[config.mk]
export PLATFORM = sky130hd
export DESIGN_NAME = configurable_logic_cell
export DESIGN_NICKNAME = d
export VERILOG_FILES = /design/src/hdl/cell_pkg.sv /design/src/hdl/configurable_logic_cell.sv
export VERILOG_INCLUDE_DIRS = /design/src /design/src/hdl
export SDC_FILE = /design/constraint.sdc
export NUM_CORES = 1
export LEC_CHECK = 0
export ABC_AREA = 1
export BUFFER_PORTS_ARGS = -buffer_cell sky130_fd_sc_hd__buf_2
export CAP_MARGIN = 10
export CORE_ASPECT_RATIO = 0.7
export CORE_MARGIN = 2
export CORE_UTILIZATION = 45
export DETAILED_ROUTE_END_ITERATION = 10
export SLEW_MARGIN = 0
export SYNTH_ARGS = -nofsm -noshare
export SYNTH_HDL_FRONTEND = slang
export SYNTH_SLANG_ARGS = --single-unit
[constraint.sdc]
create_clock -name clk_sys -period 3.7 [get_ports clk_sys]
set_clock_uncertainty 0.2 [all_clocks]
set_input_delay 0.185 -clock clk_sys [delete_from_list [all_inputs] [get_ports clk_sys]]
set_output_delay 0.185 -clock clk_sys [all_outputs]
set_load 0.005 [all_outputs]
[src/hdl/cell_regs.svh]
// register indices, field positions and reset values of the logic cell
`ifndef CELL_REGS_SVH
`define CELL_REGS_SVH

`define CELL_CONTROL_IDX   4'h0
`define CELL_POLARITY_IDX  4'h1
`define DATA1_SELECT_IDX   4'h2
`define DATA2_SELECT_IDX   4'h3
`define DATA3_SELECT_IDX   4'h4
`define DATA4_SELECT_IDX   4'h5
`define GATE1_ENABLES_IDX  4'h6
`define GATE2_ENABLES_IDX  4'h7
`define GATE3_ENABLES_IDX  4'h8
`define GATE4_ENABLES_IDX  4'h9
`define CELL_STATUS_IDX    4'hA
`define OUTPUT_MIRROR_IDX  4'hB

`define CELL_ON_BIT        7
`define RESULT_BIT         5
`define RISE_ALLOW_BIT     4
`define FALL_ALLOW_BIT     3
`define FINAL_INVERT_BIT   7
`define CELL_CONTROL_RST   8'h00
`define CONTROL_WR_MASK    8'h9F
`define POLARITY_WR_MASK   8'h8F
`define IRQ_FLAG_BIT       0
`define FAST_OSC_CODE      5'h1E

`endif

[src/hdl/cell_pkg.sv]
// types shared by the logic cell and its bench
package cell_pkg;

  // one register access from software
  typedef struct packed {
    logic       wr;
    logic       rd;
    logic [3:0] addr;
    logic [7:0] wdata;
  } reg_req_t;

  // power hints toward the clock controller
  typedef struct packed {
    logic fast_osc_keep_on;
    logic cpu_only_idle;
  } sleep_hint_t;

  typedef enum logic [2:0] {
    FN_AND_OR  = 3'b000,
    FN_OR_XOR  = 3'b001,
    FN_AND4    = 3'b010,
    FN_SR      = 3'b011,
    FN_DFF_SR  = 3'b100,
    FN_DFF2_R  = 3'b101,
    FN_JK_R    = 3'b110,
    FN_LATCH   = 3'b111
  } func_mode_t;

endpackage

[src/hdl/configurable_logic_cell.sv]
// one configurable logic cell with its byte register file
`timescale 1ns/100ps
`include "cell_regs.svh"

module configurable_logic_cell #(
  parameter int N_SRC = 32,
  parameter int SEL_W = 5
) (
  input  wire logic                 clk_sys,
  input  wire logic                 rstn,
  input  wire cell_pkg::reg_req_t   bus_req,
  output logic [7:0]                rdata,
  input  wire logic [N_SRC-1:0]     sources,
  input  wire logic                 sysclk_is_fast_osc,
  input  wire logic                 sleep_req,
  output logic                      cell_out_wire,
  output logic                      cell_irq_flag,
  output logic                      output_mirror,
  output cell_pkg::sleep_hint_t     sleep_hint
);
  import cell_pkg::*;

  // the multiplexer codes must cover the sources exactly and fit a byte register
  if (N_SRC != (1 << SEL_W) || SEL_W > 8) begin : g_bad_width
    $error("source count must equal two to the select width, at most eight bits");
  end

  //////////////////////////////////////////////////////////////////////////
  // state

  typedef struct packed {
    logic [N_SRC-1:0]            sync1;
    logic [N_SRC-1:0]            sync2;
    logic [7:0]                  ctrl;
    logic [7:0]                  pol;
    logic [3:0][SEL_W-1:0]       sel;
    logic [3:0][7:0]             gls;
    logic                        gclk;
    logic                        q;
    logic                        out;
    logic                        flag;
    logic [7:0]                  rdata;
  } state_t;

  state_t s_q;
  state_t s_d;

  //////////////////////////////////////////////////////////////////////////
  // gate evaluation

  // and of the enabled terms; an empty gate is low before its polarity bit
  function automatic logic gate_eval(input logic [7:0] en, input logic [3:0] d);
    logic r;
    r = |en;
    for (int i = 0; i < 4; i++) begin
      if (en[2*i+1]) begin
        r = r & d[i];
      end
      if (en[2*i]) begin
        r = r & ~d[i];
      end
    end
    return r;
  endfunction

  logic [3:0]  dsel;
  logic [3:0]  g;
  logic        cell_on;
  logic        clk_rise;
  logic        set_in;
  logic        rst_in;
  logic        func;
  logic        q_next;
  logic        out_next;
  logic        rise;
  logic        fall;
  logic        clr_flag;
  logic        fast_sel;
  func_mode_t  mode;

  assign cell_on = s_q.ctrl[`CELL_ON_BIT];
  assign mode    = func_mode_t'(s_q.ctrl[2:0]);

  //////////////////////////////////////////////////////////////////////////
  // data path and registers

  always_comb begin
    s_d = s_q;
    // sources come from other domains and pins, so two stages first
    s_d.sync1 = sources;
    s_d.sync2 = s_q.sync1;

    // every gate sees all four picked inputs, so pick them all before any gate
    for (int k = 0; k < 4; k++) begin
      dsel[k] = s_q.sync2[s_q.sel[k]];
    end
    for (int k = 0; k < 4; k++) begin
      g[k] = gate_eval(s_q.gls[k], dsel) ^ s_q.pol[k];
    end

    // sequential roles: g0 clock or enable, g1 data, g2 reset, g3 set
    clk_rise = g[0] & ~s_q.gclk;
    rst_in   = g[2];
    set_in   = g[3];
    q_next   = s_q.q;
    func     = 1'b0;
    case (mode)
      FN_AND_OR: begin
        func = (g[0] & g[1]) | (g[2] & g[3]);
      end
      FN_OR_XOR: begin
        func = (g[0] | g[1]) ^ (g[2] | g[3]);
      end
      FN_AND4: begin
        func = &g;
      end
      FN_SR: begin
        // set has priority when both are high
        if (g[0] | g[1]) begin
          q_next = 1'b1;
        end else if (g[2] | g[3]) begin
          q_next = 1'b0;
        end
        func = q_next;
      end
      FN_DFF_SR: begin
        if (rst_in) begin
          q_next = 1'b0;
        end else if (set_in) begin
          q_next = 1'b1;
        end else if (clk_rise) begin
          q_next = g[1];
        end
        func = q_next;
      end
      FN_DFF2_R: begin
        if (rst_in) begin
          q_next = 1'b0;
        end else if (clk_rise) begin
          q_next = g[1] & g[3];
        end
        func = q_next;
      end
      FN_JK_R: begin
        // j on gate 2, k on gate 4
        if (rst_in) begin
          q_next = 1'b0;
        end else if (clk_rise) begin
          q_next = (g[1] & ~s_q.q) | (~g[3] & s_q.q);
        end
        func = q_next;
      end
      FN_LATCH: begin
        if (rst_in) begin
          q_next = 1'b0;
        end else if (set_in) begin
          q_next = 1'b1;
        end else if (g[0]) begin
          q_next = g[1];
        end
        func = q_next;
      end
      default: begin
        func = 1'b0;
      end
    endcase

    // a disabled cell drops its stored bit so it restarts cleanly
    s_d.q    = cell_on ? q_next : 1'b0;
    s_d.gclk = g[0];

    out_next = cell_on & (func ^ s_q.pol[`FINAL_INVERT_BIT]);
    s_d.out  = out_next;

    // edges against the previous output, so each one counts once
    rise = out_next & ~s_q.out;
    fall = ~out_next & s_q.out;

    clr_flag = bus_req.wr && (bus_req.addr == `CELL_STATUS_IDX)
               && !bus_req.wdata[`IRQ_FLAG_BIT];

    // a new edge beats a clear in the same cycle
    if ((rise && s_q.ctrl[`RISE_ALLOW_BIT])
        || (fall && s_q.ctrl[`FALL_ALLOW_BIT])) begin
      s_d.flag = 1'b1;
    end else if (clr_flag) begin
      s_d.flag = 1'b0;
    end

    // register writes; unmapped indices are ignored
    if (bus_req.wr) begin
      case (bus_req.addr)
        `CELL_CONTROL_IDX: begin
          s_d.ctrl = bus_req.wdata & `CONTROL_WR_MASK;
        end
        `CELL_POLARITY_IDX: begin
          s_d.pol = bus_req.wdata & `POLARITY_WR_MASK;
        end
        `DATA1_SELECT_IDX: begin
          s_d.sel[0] = bus_req.wdata[SEL_W-1:0];
        end
        `DATA2_SELECT_IDX: begin
          s_d.sel[1] = bus_req.wdata[SEL_W-1:0];
        end
        `DATA3_SELECT_IDX: begin
          s_d.sel[2] = bus_req.wdata[SEL_W-1:0];
        end
        `DATA4_SELECT_IDX: begin
          s_d.sel[3] = bus_req.wdata[SEL_W-1:0];
        end
        `GATE1_ENABLES_IDX: begin
          s_d.gls[0] = bus_req.wdata;
        end
        `GATE2_ENABLES_IDX: begin
          s_d.gls[1] = bus_req.wdata;
        end
        `GATE3_ENABLES_IDX: begin
          s_d.gls[2] = bus_req.wdata;
        end
        `GATE4_ENABLES_IDX: begin
          s_d.gls[3] = bus_req.wdata;
        end
        default: begin
          s_d.gls = s_q.gls;
        end
      endcase
    end

    // read data stand one cycle after the strobe, zero otherwise
    s_d.rdata = 8'h00;
    if (bus_req.rd) begin
      case (bus_req.addr)
        `CELL_CONTROL_IDX: begin
          s_d.rdata = s_q.ctrl;
          s_d.rdata[`RESULT_BIT] = s_q.out;
        end
        `CELL_POLARITY_IDX: begin
          s_d.rdata = s_q.pol;
        end
        `DATA1_SELECT_IDX: begin
          s_d.rdata = 8'(s_q.sel[0]);
        end
        `DATA2_SELECT_IDX: begin
          s_d.rdata = 8'(s_q.sel[1]);
        end
        `DATA3_SELECT_IDX: begin
          s_d.rdata = 8'(s_q.sel[2]);
        end
        `DATA4_SELECT_IDX: begin
          s_d.rdata = 8'(s_q.sel[3]);
        end
        `GATE1_ENABLES_IDX: begin
          s_d.rdata = s_q.gls[0];
        end
        `GATE2_ENABLES_IDX: begin
          s_d.rdata = s_q.gls[1];
        end
        `GATE3_ENABLES_IDX: begin
          s_d.rdata = s_q.gls[2];
        end
        `GATE4_ENABLES_IDX: begin
          s_d.rdata = s_q.gls[3];
        end
        `CELL_STATUS_IDX: begin
          s_d.rdata = {7'h00, s_q.flag};
        end
        `OUTPUT_MIRROR_IDX: begin
          s_d.rdata = {7'h00, s_q.out};
        end
        default: begin
          s_d.rdata = 8'h00;
        end
      endcase
    end
  end

  // only control state resets; configuration has no reset and starts unknown
  always_ff @(posedge clk_sys or negedge rstn) begin
    if (!rstn) begin
      s_q.ctrl  <= `CELL_CONTROL_RST;
      s_q.sync1 <= '0;
      s_q.sync2 <= '0;
      s_q.gclk  <= 1'b0;
      s_q.q     <= 1'b0;
      s_q.out   <= 1'b0;
      s_q.flag  <= 1'b0;
      s_q.rdata <= 8'h00;
    end else begin
      s_q <= s_d;
    end
  end

  //////////////////////////////////////////////////////////////////////////
  // outputs and sleep hints

  always_comb begin
    fast_sel = 1'b0;
    for (int k = 0; k < 4; k++) begin
      if (s_q.sel[k] == `FAST_OSC_CODE) begin
        fast_sel = 1'b1;
      end
    end
  end

  // the cell never gates its own clock; keeping it alive in sleep is the hint's job
  // the hint word has one driver, so no tool sees two assignments to one variable
  assign sleep_hint = '{
    fast_osc_keep_on: cell_on & fast_sel,
    cpu_only_idle:    cell_on & fast_sel & sysclk_is_fast_osc & sleep_req
  };

  assign cell_out_wire = s_q.out;
  assign cell_irq_flag = s_q.flag;
  assign output_mirror = s_q.out;
  assign rdata         = s_q.rdata;

endmodule
==> impl_metrics.json, run 1 <==
{
  "ant_nets": 0,
  "r2r_slack_ns": 0.36,
  "pre_cts_ws_ns": 0.312,
  "hold_viol_final": 0,
  "fmax_mhz": 300,
  "crit_chain": "inv_6 -> nand2_1 -> nand3_1 -> nand2_1 -> nand2_1 -> nand3_1 -> nand3_2 -> nand2_2 -> nand2_1 -> nand3_1 -> nor2_1 -> nand3_1 -> nand2_2 -> nand2_1 -> nor2_1 -> a21oi_1 -> nand3_1 -> nand2_1 -> nand2_2 -> nand2_1 -> nand2_2 -> nand3_2 -> nand2_2 -> nand3_2",
  "max-slew-margin-rel": 0.522,
  "layout-drive-gt1-share": 0.172,
  "start_kind": "register",
  "overflow": 0,
  "cts_tree": "built",
  "grt_antenna_before_repair": 0,
  "synth-seq-cells": 139,
  "first_global_vias": 5547,
  "crit_fanout": 18,
  "critPathMaxStageDelay_ns": 0.65,
  "dpl.hpwl_um": 15800,
  "antennaDiodeCount": 0,
  "crit_path_end_kind": "register",
  "async_reset_ff_frac": 0.590,
  "worstSetupPathType": "reg2reg",
  "wirelength_um": 21400,
  "final.min_clock_period_ns": 3.34,
  "syn_inst": 786,
  "cts_max_level": 4,
  "rsz0062_at_grt": "no",
  "fill_cells": 1318,
  "wl_per_cell_um": 19.4,
  "slowest_stage": "edfxtp_1",
  "peakVddDrop_mv": 0.392,
  "placementRows": 37,
  "fin_nets": 944,
  "intPower_mw": 2.80,
  "synth.top_cell.area_share": 0.297,
  "cap_viol_max_count": 0,
  "netlist_area_um2": 6910,
  "regToRegEndpoint": "cell_irq_flag$_DFFE_PN0P_",
  "yosys_warnings": 0,
  "clk_latency_ns": 0.43,
  "outcome": "complete, no violations",
  "p_leak_nw": 3.85,
  "io_buffers": 62,
  "holdCritPathClass": "in2async",
  "synth_top_cell_by_area": "dfrtp_1",
  "cpMostUsedCell": "nand2_1",
  "core-area_um2": 14900,
  "drv_slew": 0,
  "drc": 0,
  "r2r_start": "s_q[49]$_DFFE_PP_",
  "cts_buffers": 17,
  "power.share.clock": 0.442,
  "critPathTopFamily": "simple AND/OR/NAND/NOR gates",
  "synth_cell_type_count": 40,
  "die_area_um2": 16400,
  "grtUsageTotal": 0.272,
  "vias": 5968,
  "syn2layout_area_growth_pct": 20.6,
  "p_switching_mw": 1.01,
  "synth.area.top_cells": "dfrtp_1 30%, edfxtp_1 25%, nand2_1 13%",
  "synthTopCellsByCount": "237 x nand2_1, 135 x nand3_1, 82 x dfrtp_1, 80 x inv_1, 57 x edfxtp_1",
  "fp.dieW_um": 152,
  "grt_pass1_wl_um": 33000,
  "arrival_ns": 3.44,
  "io_pins": 63,
  "combPwrFrac": 0.096,
  "grt_max_degree": 55,
  "clk_pin_slew_worst_paths_ns": 0.06,
  "postSynthNetCount": 836,
  "clock_sinks": 139,
  "cts_buffer_depth": 2,
  "viasPerCell": 5.42,
  "critPathBufInv": 1,
  "cp.depth": 24,
  "synth_edf_count": 57,
  "switching_share": 0.265,
  "share_seq_of_total_power": 0.462,
  "worstPathRequired_ns": 3.80,
  "fin_tns_setup_ns": 0,
  "seq_area_frac_synth": 0.544,
  "r2r.worst_path.cells": 24,
  "cts_resized": 0,
  "setup_viol": 0,
  "synthFlopType": "dfrtp_1",
  "dieHeight_um": 108,
  "powerDensity_nw_per_um2": 457,
  "post-route-period-util": 0.902,
  "startpoint": "s_q[49]$_DFFE_PP_",
  "gp_congestion": 1.04,
  "dr.pass1.iters": 5,
  "drt_first_iter_violations": 758,
  "fin_ws_ns": 0.362,
  "total_power_mw": 3.81,
  "start_util": 0.465,
  "postSynthAreaPerCell_um2": 8.80,
  "synth_most_common_cell": "nand2_1",
  "tightest_slew_ns": 0.712,
  "clock-root-buffer": "clkbuf_16"
}
sequential cells by signal, indices dropped and copies added, names as in the netlist:
register       flops
cell_on            1
rdata              8
cell_irq_flag      1
mode               3
s_d               32
cell_out_wire      1
s_q               93
cells by family (layout without fill, tap and decap cells):
family / Yosys count / count (layout) / share of synthesized area
and+or+nand+nor: 479 / 479 / 0.323
DFF: 139 / 139 / 0.544
buffers and inverters: 118 / 239 / 0.0860
AOI/OAI and AO/OA: 49 / 49 / 0.0454
muxes: 1 / 1 / 0.00163
timing repair:
action                                  in CTS  in global routing
hold buffers                                42                  0
hold endpoints to repair                   129                  0
setup buffers                                0                  3
endpoints found under the setup margin       0                  2
worst max path at each step:
| stage | end | slack, ns |
|---|---|---|
| 2_1_floorplan | cell_irq_flag$_DFFE_PN0P_ | 1.09 |
| 6_report | cell_irq_flag$_DFFE_PN0P_ | 0.36 |
| 4_1_cts | cell_irq_flag$_DFFE_PN0P_ | 0.29 |
| 5_1_grt | cell_irq_flag$_DFFE_PN0P_ | 0.06 |
| 3_5_place_dp | cell_irq_flag$_DFFE_PN0P_ | 0.31 |
| 3_3_place_gp | cell_irq_flag$_DFFE_PN0P_ | 0.26 |
per-layer routing:
layer | global-route usage | part of all wire
met1 | 0.428 | 0.49
met4 | 0.0621 | 0.0082
met2 | 0.353 | 0.38
met5 | 0 | 0
met3 | 0.0934 | 0.12
power by group through the flow:
stage,combinational [mW],clock (mW),sequential (mW)
finish,0.367,1.68,1.76
detailed placement,0.328,0,1.78
floorplan,0.213,0,1.75
CTS,0.363,1.70,1.76
global placement,0.328,0,1.78
global route,0.410,1.78,1.76
cell usage in the layout (no fill, tap or decap), drive strengths merged, types with 8 or more instances in the layout:
cell type and instances:
a21oi 12, a221oi 9, buf 76, clkbuf 19, dfrtp 82, dlygate4sd3 42
edfxtp 57, inv 94, nand2 255, nand3 148, nand4 10, nor2 43
nor3 10, nor4 8, o21ai 12, o22ai 9
metrics by stage:
step / hold WS, ns / util / cells / instance area [um^2]
4_1_cts: 0.0163 / 0.560 / 1099 / 8320
3_5_place_dp: -0.0824 / 0.492 / 1025 / 7310
5_1_grt: 0.0386 / 0.561 / 1102 / 8340
6_report: 0.0145 / 0.561 / 1102 / 8340
3_3_place_gp: -0.0834 / 0.492 / 1025 / 7310
2_1_floorplan: -0.311 / - / 786 / 6910
area by class of cell:
cell class                 count  area (um^2)  area share
tap                          195          244      0.0293
sequential                   139         3760       0.451
inverter                      89          354      0.0425
clock inverter                13          130      0.0156
multi-input combinational    529         2550       0.306
clock buffer                  19          454      0.0545
timing repair buffer         118          838       0.101
No activity file was read; power rests on OpenSTA's default activity.
==> inputs of run 2 (changes only) <==
Settings changed: MAX_ROUTING_LAYER set to met4.
==> run 2 against run 1 <==
Compared with the run above: die area did not move; first-iteration DRC count rose by 19%; utilization barely moved; combinational power barely moved; count of clock-buffer cells in the layout fell by 2; critical path depth rose by 1; non-clock buffer count fell by 2; maximum frequency rose by 2.8%; sequential power barely moved; routed wire length barely moved; sequential cell count did not move; highest routed layer unchanged.
==> impl_metrics.json, run 2 (synthesis results as in run 1) <==
{
  "grtUsageTotal": 0.281,
  "powerDensity_nw_per_um2": 455,
  "outcome": "complete, no violations",
  "cts_buffers": 17,
  "hold_depth": 4,
  "drv_slew": 0,
  "overflow": 0,
  "dr.pass1.iters": 6,
  "cts_max_level": 4,
  "setup_viol": 0,
  "peakVddDrop_mv": 0.279,
  "holdCritPathClass": "in2reg",
  "placementRows": 37,
  "cts_buffer_depth": 2,
  "fp.dieW_um": 152,
  "crit_path_end_kind": "register",
  "r2r.worst_path.cells": 25,
  "die_area_um2": 16400,
  "first_global_vias": 5526,
  "ant_nets": 0,
  "slowest_stage": "edfxtp_1",
  "fmax_mhz": 308,
  "p_leak_nw": 3.86,
  "crit_fanout": 18,
  "gp_congestion": 0.992,
  "fill_cells": 1312,
  "arrival_ns": 3.35,
  "cts_tree": "built",
  "viasPerCell": 5.44,
  "dpl.hpwl_um": 15800,
  "grt_pass1_wl_um": 32900,
  "layout_common_cells": "237 x nand2_1, 135 x nand3_1, 82 x dfrtp_1",
  "post-route-period-util": 0.877,
  "clk_latency_ns": 0.44,
  "clock-root-buffer": "clkbuf_16",
  "start_util": 0.465,
  "syn2layout_area_growth_pct": 20.7,
  "largest_reg_flops": 93,
  "drc": 0,
  "tightest_slew_ns": 0.888,
  "worstPathRequired_ns": 3.80,
  "fin_ws_ns": 0.454,
  "grt_antenna_before_repair": 0,
  "regMostFlops": "s_q",
  "fin_tns_setup_ns": 0,
  "wl_per_cell_um": 19.4,
  "clk_pin_slew_worst_paths_ns": 0.06,
  "cap_viol_max_count": 0,
  "final.min_clock_period_ns": 3.25,
  "rsz0062_at_grt": "no",
  "ff_latch_area_um2": 3760,
  "antennaDiodeCount": 0,
  "hold_viol_final": 0,
  "dieHeight_um": 108,
  "clock_sinks": 139,
  "worstSetupPathType": "reg2reg",
  "wirelength_um": 21400,
  "multi_input_area_um2": 2550,
  "layout-drive-gt1-share": 0.170,
  "io_buffers": 62,
  "cpMostUsedCell": "nand2_1",
  "max-slew-margin-rel": 0.408,
  "start_kind": "register",
  "io_pins": 63,
  "core-area_um2": 14900,
  "vias": 5979,
  "fin_nets": 942,
  "layout_commonest_cell": "nand2_1",
  "critPathMaxStageDelay_ns": 0.42,
  "grt_max_degree": 71,
  "drt_first_iter_violations": 899,
  "cts_resized": 0,
  "pre_cts_ws_ns": 0.307
}
run 2: changes by cell type in the layout (fill, tap and decap cells not counted):
cell / previous run / this run
clkbuf_16: 18 / 17
clkbuf_1: 1 / 0
buf_4: 15 / 10
inv_8: 2 / 4
clkinvlp_4: 3 / 1
inv_6: 6 / 7
clkinv_2: 1 / 2
buf_12: 0 / 2
dlygate4sd3_1: 42 / 43
run 2: critical path, delay by kind of cell (launching register included):
family	cells	cell delay [ns]
AND/OR/NAND/NOR	22	2.10
buffers and inverters	2	0.31
AO/OA/AOI/OAI	1	0.05
flip-flops	1	0.42
run 2: layout make-up:
| cell class | instances | area share |
|---|---|---|
| Clock buffer | 17 | 0.0510 |
| Clock inverter | 15 | 0.0181 |
| Inverter | 89 | 0.0424 |
| Multi-Input combinational cell | 529 | 0.306 |
| Sequential cell | 139 | 0.451 |
| Tap cell | 195 | 0.0292 |
| Timing Repair Buffer | 116 | 0.102 |
run 2: path summary, 6_finish.rpt:
path	slack, ns	start	to
min reg2reg	0.15	s_d[94]$_DFF_PN0_	s_q[94]$_DFF_PN0_
max reg2reg	0.45	s_q[54]$_DFFE_PP_	cell_irq_flag$_DFFE_PN0P_
max in group asynchronous	2.36	rstn	s_d[94]$_DFF_PN0_
min	0.08	bus_req[13]	cell_irq_flag$_DFFE_PN0P_
max	0.45	s_q[54]$_DFFE_PP_	cell_irq_flag$_DFFE_PN0P_
min in group asynchronous	0.32	rstn	s_q[83]$_DFF_PN0_
run 2: through the flow:
| stage | utilization | total power, mW | hold WS (ns) | cell area [um^2] | std cells |
|---|---|---|---|---|---|
| after detailed placement | 0.492 | 2.11 | -0.164 | 7320 | 1024 |
| after global placement | 0.492 | 2.11 | -0.166 | 7320 | 1024 |
| after global routing | 0.562 | 3.96 | 0.0904 | 8340 | 1100 |
| final | 0.562 | 3.80 | 0.0792 | 8340 | 1100 |
| after CTS | 0.560 | 3.81 | 0.0599 | 8320 | 1099 |
| after floorplan | - | 1.96 | -0.311 | 6910 | 786 |
run 2: metal layers:
metal | share of wire | track usage | up-vias
met2 | 0.39 | 0.357 | 297
met4 | 0.0069 | 0.0621 | 0
met3 | 0.11 | 0.0878 | 15
met1 | 0.50 | 0.430 | 2841
li1 | - | - | 2826
met5 | 0 | - | -
run 2: timing repair:
action,CTS,global route
setup buffers,0,1
setup endpoints to repair,0,2
hold endpoints to repair,182,0
hold buffers,43,0
run 2: power breakdown:
part           internal [mW]  switching (mW)
Clock                  0.948           0.728
Combinational          0.146           0.222
Sequential              1.68          0.0786
Total                   2.77            1.03
==> inputs of run 3 (changes only) <==
--- a/config.mk
+++ b/config.mk
@@ -9,3 +9,2 @@
 export ABC_AREA = 1
-export BUFFER_PORTS_ARGS = -buffer_cell sky130_fd_sc_hd__buf_2
 export CAP_MARGIN = 10
@@ -15,2 +14,4 @@
 export DETAILED_ROUTE_END_ITERATION = 10
+export DONT_BUFFER_PORTS = 1
+export GPL_TIMING_DRIVEN = 0
 export MAX_ROUTING_LAYER = met4
==> constraint.sdc (replaced) <==
create_clock -name clk_sys -period 3.7 [get_ports clk_sys]
set_clock_uncertainty 0.2 [all_clocks]
set_input_delay 0.74 -clock clk_sys [delete_from_list [all_inputs] [get_ports clk_sys]]
set_output_delay 0.74 -clock clk_sys [all_outputs]
set_load 0.005 [all_outputs]
==> run 3 against run 2 <==
Compared with the run above: sequential power about the same; critical path depth increased by 1; maximum frequency decreased by 5.5%; global-route usage increased by 0.20 points; die area unchanged; via count decreased by 3.8%; hold slack got worse by 0.072 ns; first-iteration DRC count decreased by 15%; utilization decreased by 3.6 points; count of clock-buffer cells in the layout unchanged; final cell count decreased by 7.8%.
==> impl_metrics.json, run 3 (synthesis results as in run 1) <==
{
  "placementRows": 37,
  "whs_ns": 0.00765,
  "layout-drive-gt1-share": 0.132,
  "crit_fanout": 10,
  "holdCritPathClass": "in2async",
  "ant_nets": 0,
  "worstPathRequired_ns": 3.81,
  "startpoint": "s_q[59]$_DFFE_PP_",
  "clk_latency_ns": 0.43,
  "wl_met1_um": 10900,
  "total_power_mw": 3.83,
  "max-slew-margin-rel": 0.470,
  "peakVddDrop_mv": 0.325,
  "ff_latch_area_um2": 3760,
  "worstSetupPathType": "reg2reg",
  "cap_viol_max_count": 0,
  "gp_congestion": 1.01,
  "regToRegEndpoint": "cell_irq_flag$_DFFE_PN0P_",
  "post-route-period-util": 0.929,
  "wl_per_cell_um": 21.5,
  "post-cts-setup-buffer-count": 0,
  "clk_pin_slew_worst_paths_ns": 0.07,
  "drc": 0,
  "syn2layout_area_growth_pct": 13.0,
  "first_global_vias": 5423,
  "io_pins": 63,
  "outcome": "complete, no violations",
  "cts_buffer_depth": 2,
  "die_area_um2": 16400,
  "fill_cells": 1354,
  "regMostFlops": "s_q",
  "dr_wl_met3_um": 2360,
  "hold_viol_final": 0,
  "start_kind": "register",
  "grtUsageTotal": 0.283,
  "io_buffers": 0,
  "vias": 5753,
  "cts_tree": "built",
  "wirelength_um": 21800,
  "final.min_clock_period_ns": 3.44,
  "dieHeight_um": 108,
  "crit_path_end_kind": "register",
  "p_leak_nw": 3.53,
  "grt_pass1_wl_um": 32600,
  "overflow": 0,
  "fmax_mhz": 291,
  "viasPerCell": 5.67,
  "clock_sinks": 139,
  "fp.dieW_um": 152,
  "powerDensity_nw_per_um2": 491,
  "clock-root-buffer": "clkbuf_16",
  "dr.max_layer_used": "met4",
  "r2r.worst_path.cells": 26,
  "layout_common_cells": "237 x nand2_1, 135 x nand3_1, 82 x dfrtp_1",
  "antennaDiodeCount": 0,
  "largest_reg_flops": 93,
  "dr.pass1.iters": 5,
  "wl_met2_um": 8320,
  "fin_tns_setup_ns": 0,
  "fin_nets": 856,
  "grt_max_degree": 83,
  "setup_viol": 0,
  "rsz0062_at_grt": "no",
  "drv_slew": 0,
  "start_util": 0.465,
  "tightest_slew_ns": 0.793,
  "dpl.hpwl_um": 16100,
  "core-area_um2": 14900,
  "layout_commonest_cell": "nand2_1",
  "arrival_ns": 3.55,
  "r2r_slack_ns": 0.26,
  "r2r_start": "s_q[59]$_DFFE_PP_",
  "cts_buffers": 17,
  "grt_antenna_before_repair": 0,
  "cts_max_level": 4,
  "drt_first_iter_violations": 765,
  "multi_input_area_um2": 2560
}
run 3: cell count changes in the layout (fill, tap and decap cells not counted), moves of 2 or more:
cell	previous run	this run
clkbuf_1	0	4
buf_12	2	0
dlygate4sd3_1	43	0
clkinv_2	2	0
buf_2	61	3
buf_6	0	10
run 3: per-stage QoR:
step	area, um^2	util	std cells	setup WS, ns
final	7810	0.525	1014	0.264
after global routing	7810	0.525	1014	0.0217
after CTS	7800	0.525	1014	0.257
after detailed placement	7160	0.482	981	0.287
after global placement	7160	0.482	981	0.347
after floorplan	6910	-	786	1.09
run 3: what timing repair did:
| action | in CTS | in global routing |
|---|---|---|
| hold buffers | 1 | 0 |
| setup endpoints to repair | 0 | 2 |
| hold endpoints to repair | 82 | 0 |
| resized for setup | 0 | 2 |
run 3: how the worst max path moves through the flow:
stage | endpoint | slack (ns)
2_1_floorplan | cell_irq_flag$_DFFE_PN0P_ | 1.09
3_3_place_gp | cell_irq_flag$_DFFE_PN0P_ | 0.35
3_5_place_dp | cell_irq_flag$_DFFE_PN0P_ | 0.29
4_1_cts | cell_irq_flag$_DFFE_PN0P_ | 0.26
5_1_grt | cell_irq_flag$_DFFE_PN0P_ | 0.02
6_report | cell_irq_flag$_DFFE_PN0P_ | 0.26
run 3: cell type report:
class                   instances  share of cell area
well taps                     195              0.0312
plain buffers                  29              0.0308
flip-flops and latches        139               0.482
multi-input cells             529               0.328
clock buffers                  17              0.0545
clock inverters                15              0.0245
repair buffers                  1             0.00353
inverters                      89              0.0453
run 3: metal layers:
layer	GRT usage	up-vias
met3	0.0737	23
met2	0.353	301
met1	0.441	2771
li1	-	2658
met4	0.0794	0
met5	-	-
run 3: power breakdown:
part | total (mW) | switching, mW | internal [mW] | leakage [nW]
clock network | 1.79 | 0.754 | 1.03 | 0.304
registers | 1.75 | 0.0712 | 1.68 | 1.48
logic | 0.297 | 0.194 | 0.103 | 1.75
run 3: critical path: stages (launching register included):
cell	delay [ns]
edfxtp_1	0.40
buf_6	0.17
inv_4	0.13
buf_6	0.18
nand2_1	0.06
nand3_1	0.07
nand3_1	0.20
nand3_1	0.20
nand2_1	0.07
nand2_1	0.05
nand2_1	0.09
nand2_1	0.07
nand3_1	0.12
nor2_4	0.19
nand3_1	0.11
nand2_2	0.16
nand2_1	0.10
nor2_1	0.11
a21oi_1	0.05
nand3_1	0.07
nand2_1	0.10
nand2_2	0.09
nand2_1	0.06
nand2_2	0.07
nand3_2	0.07
nand2_2	0.08
nand3_2	0.05
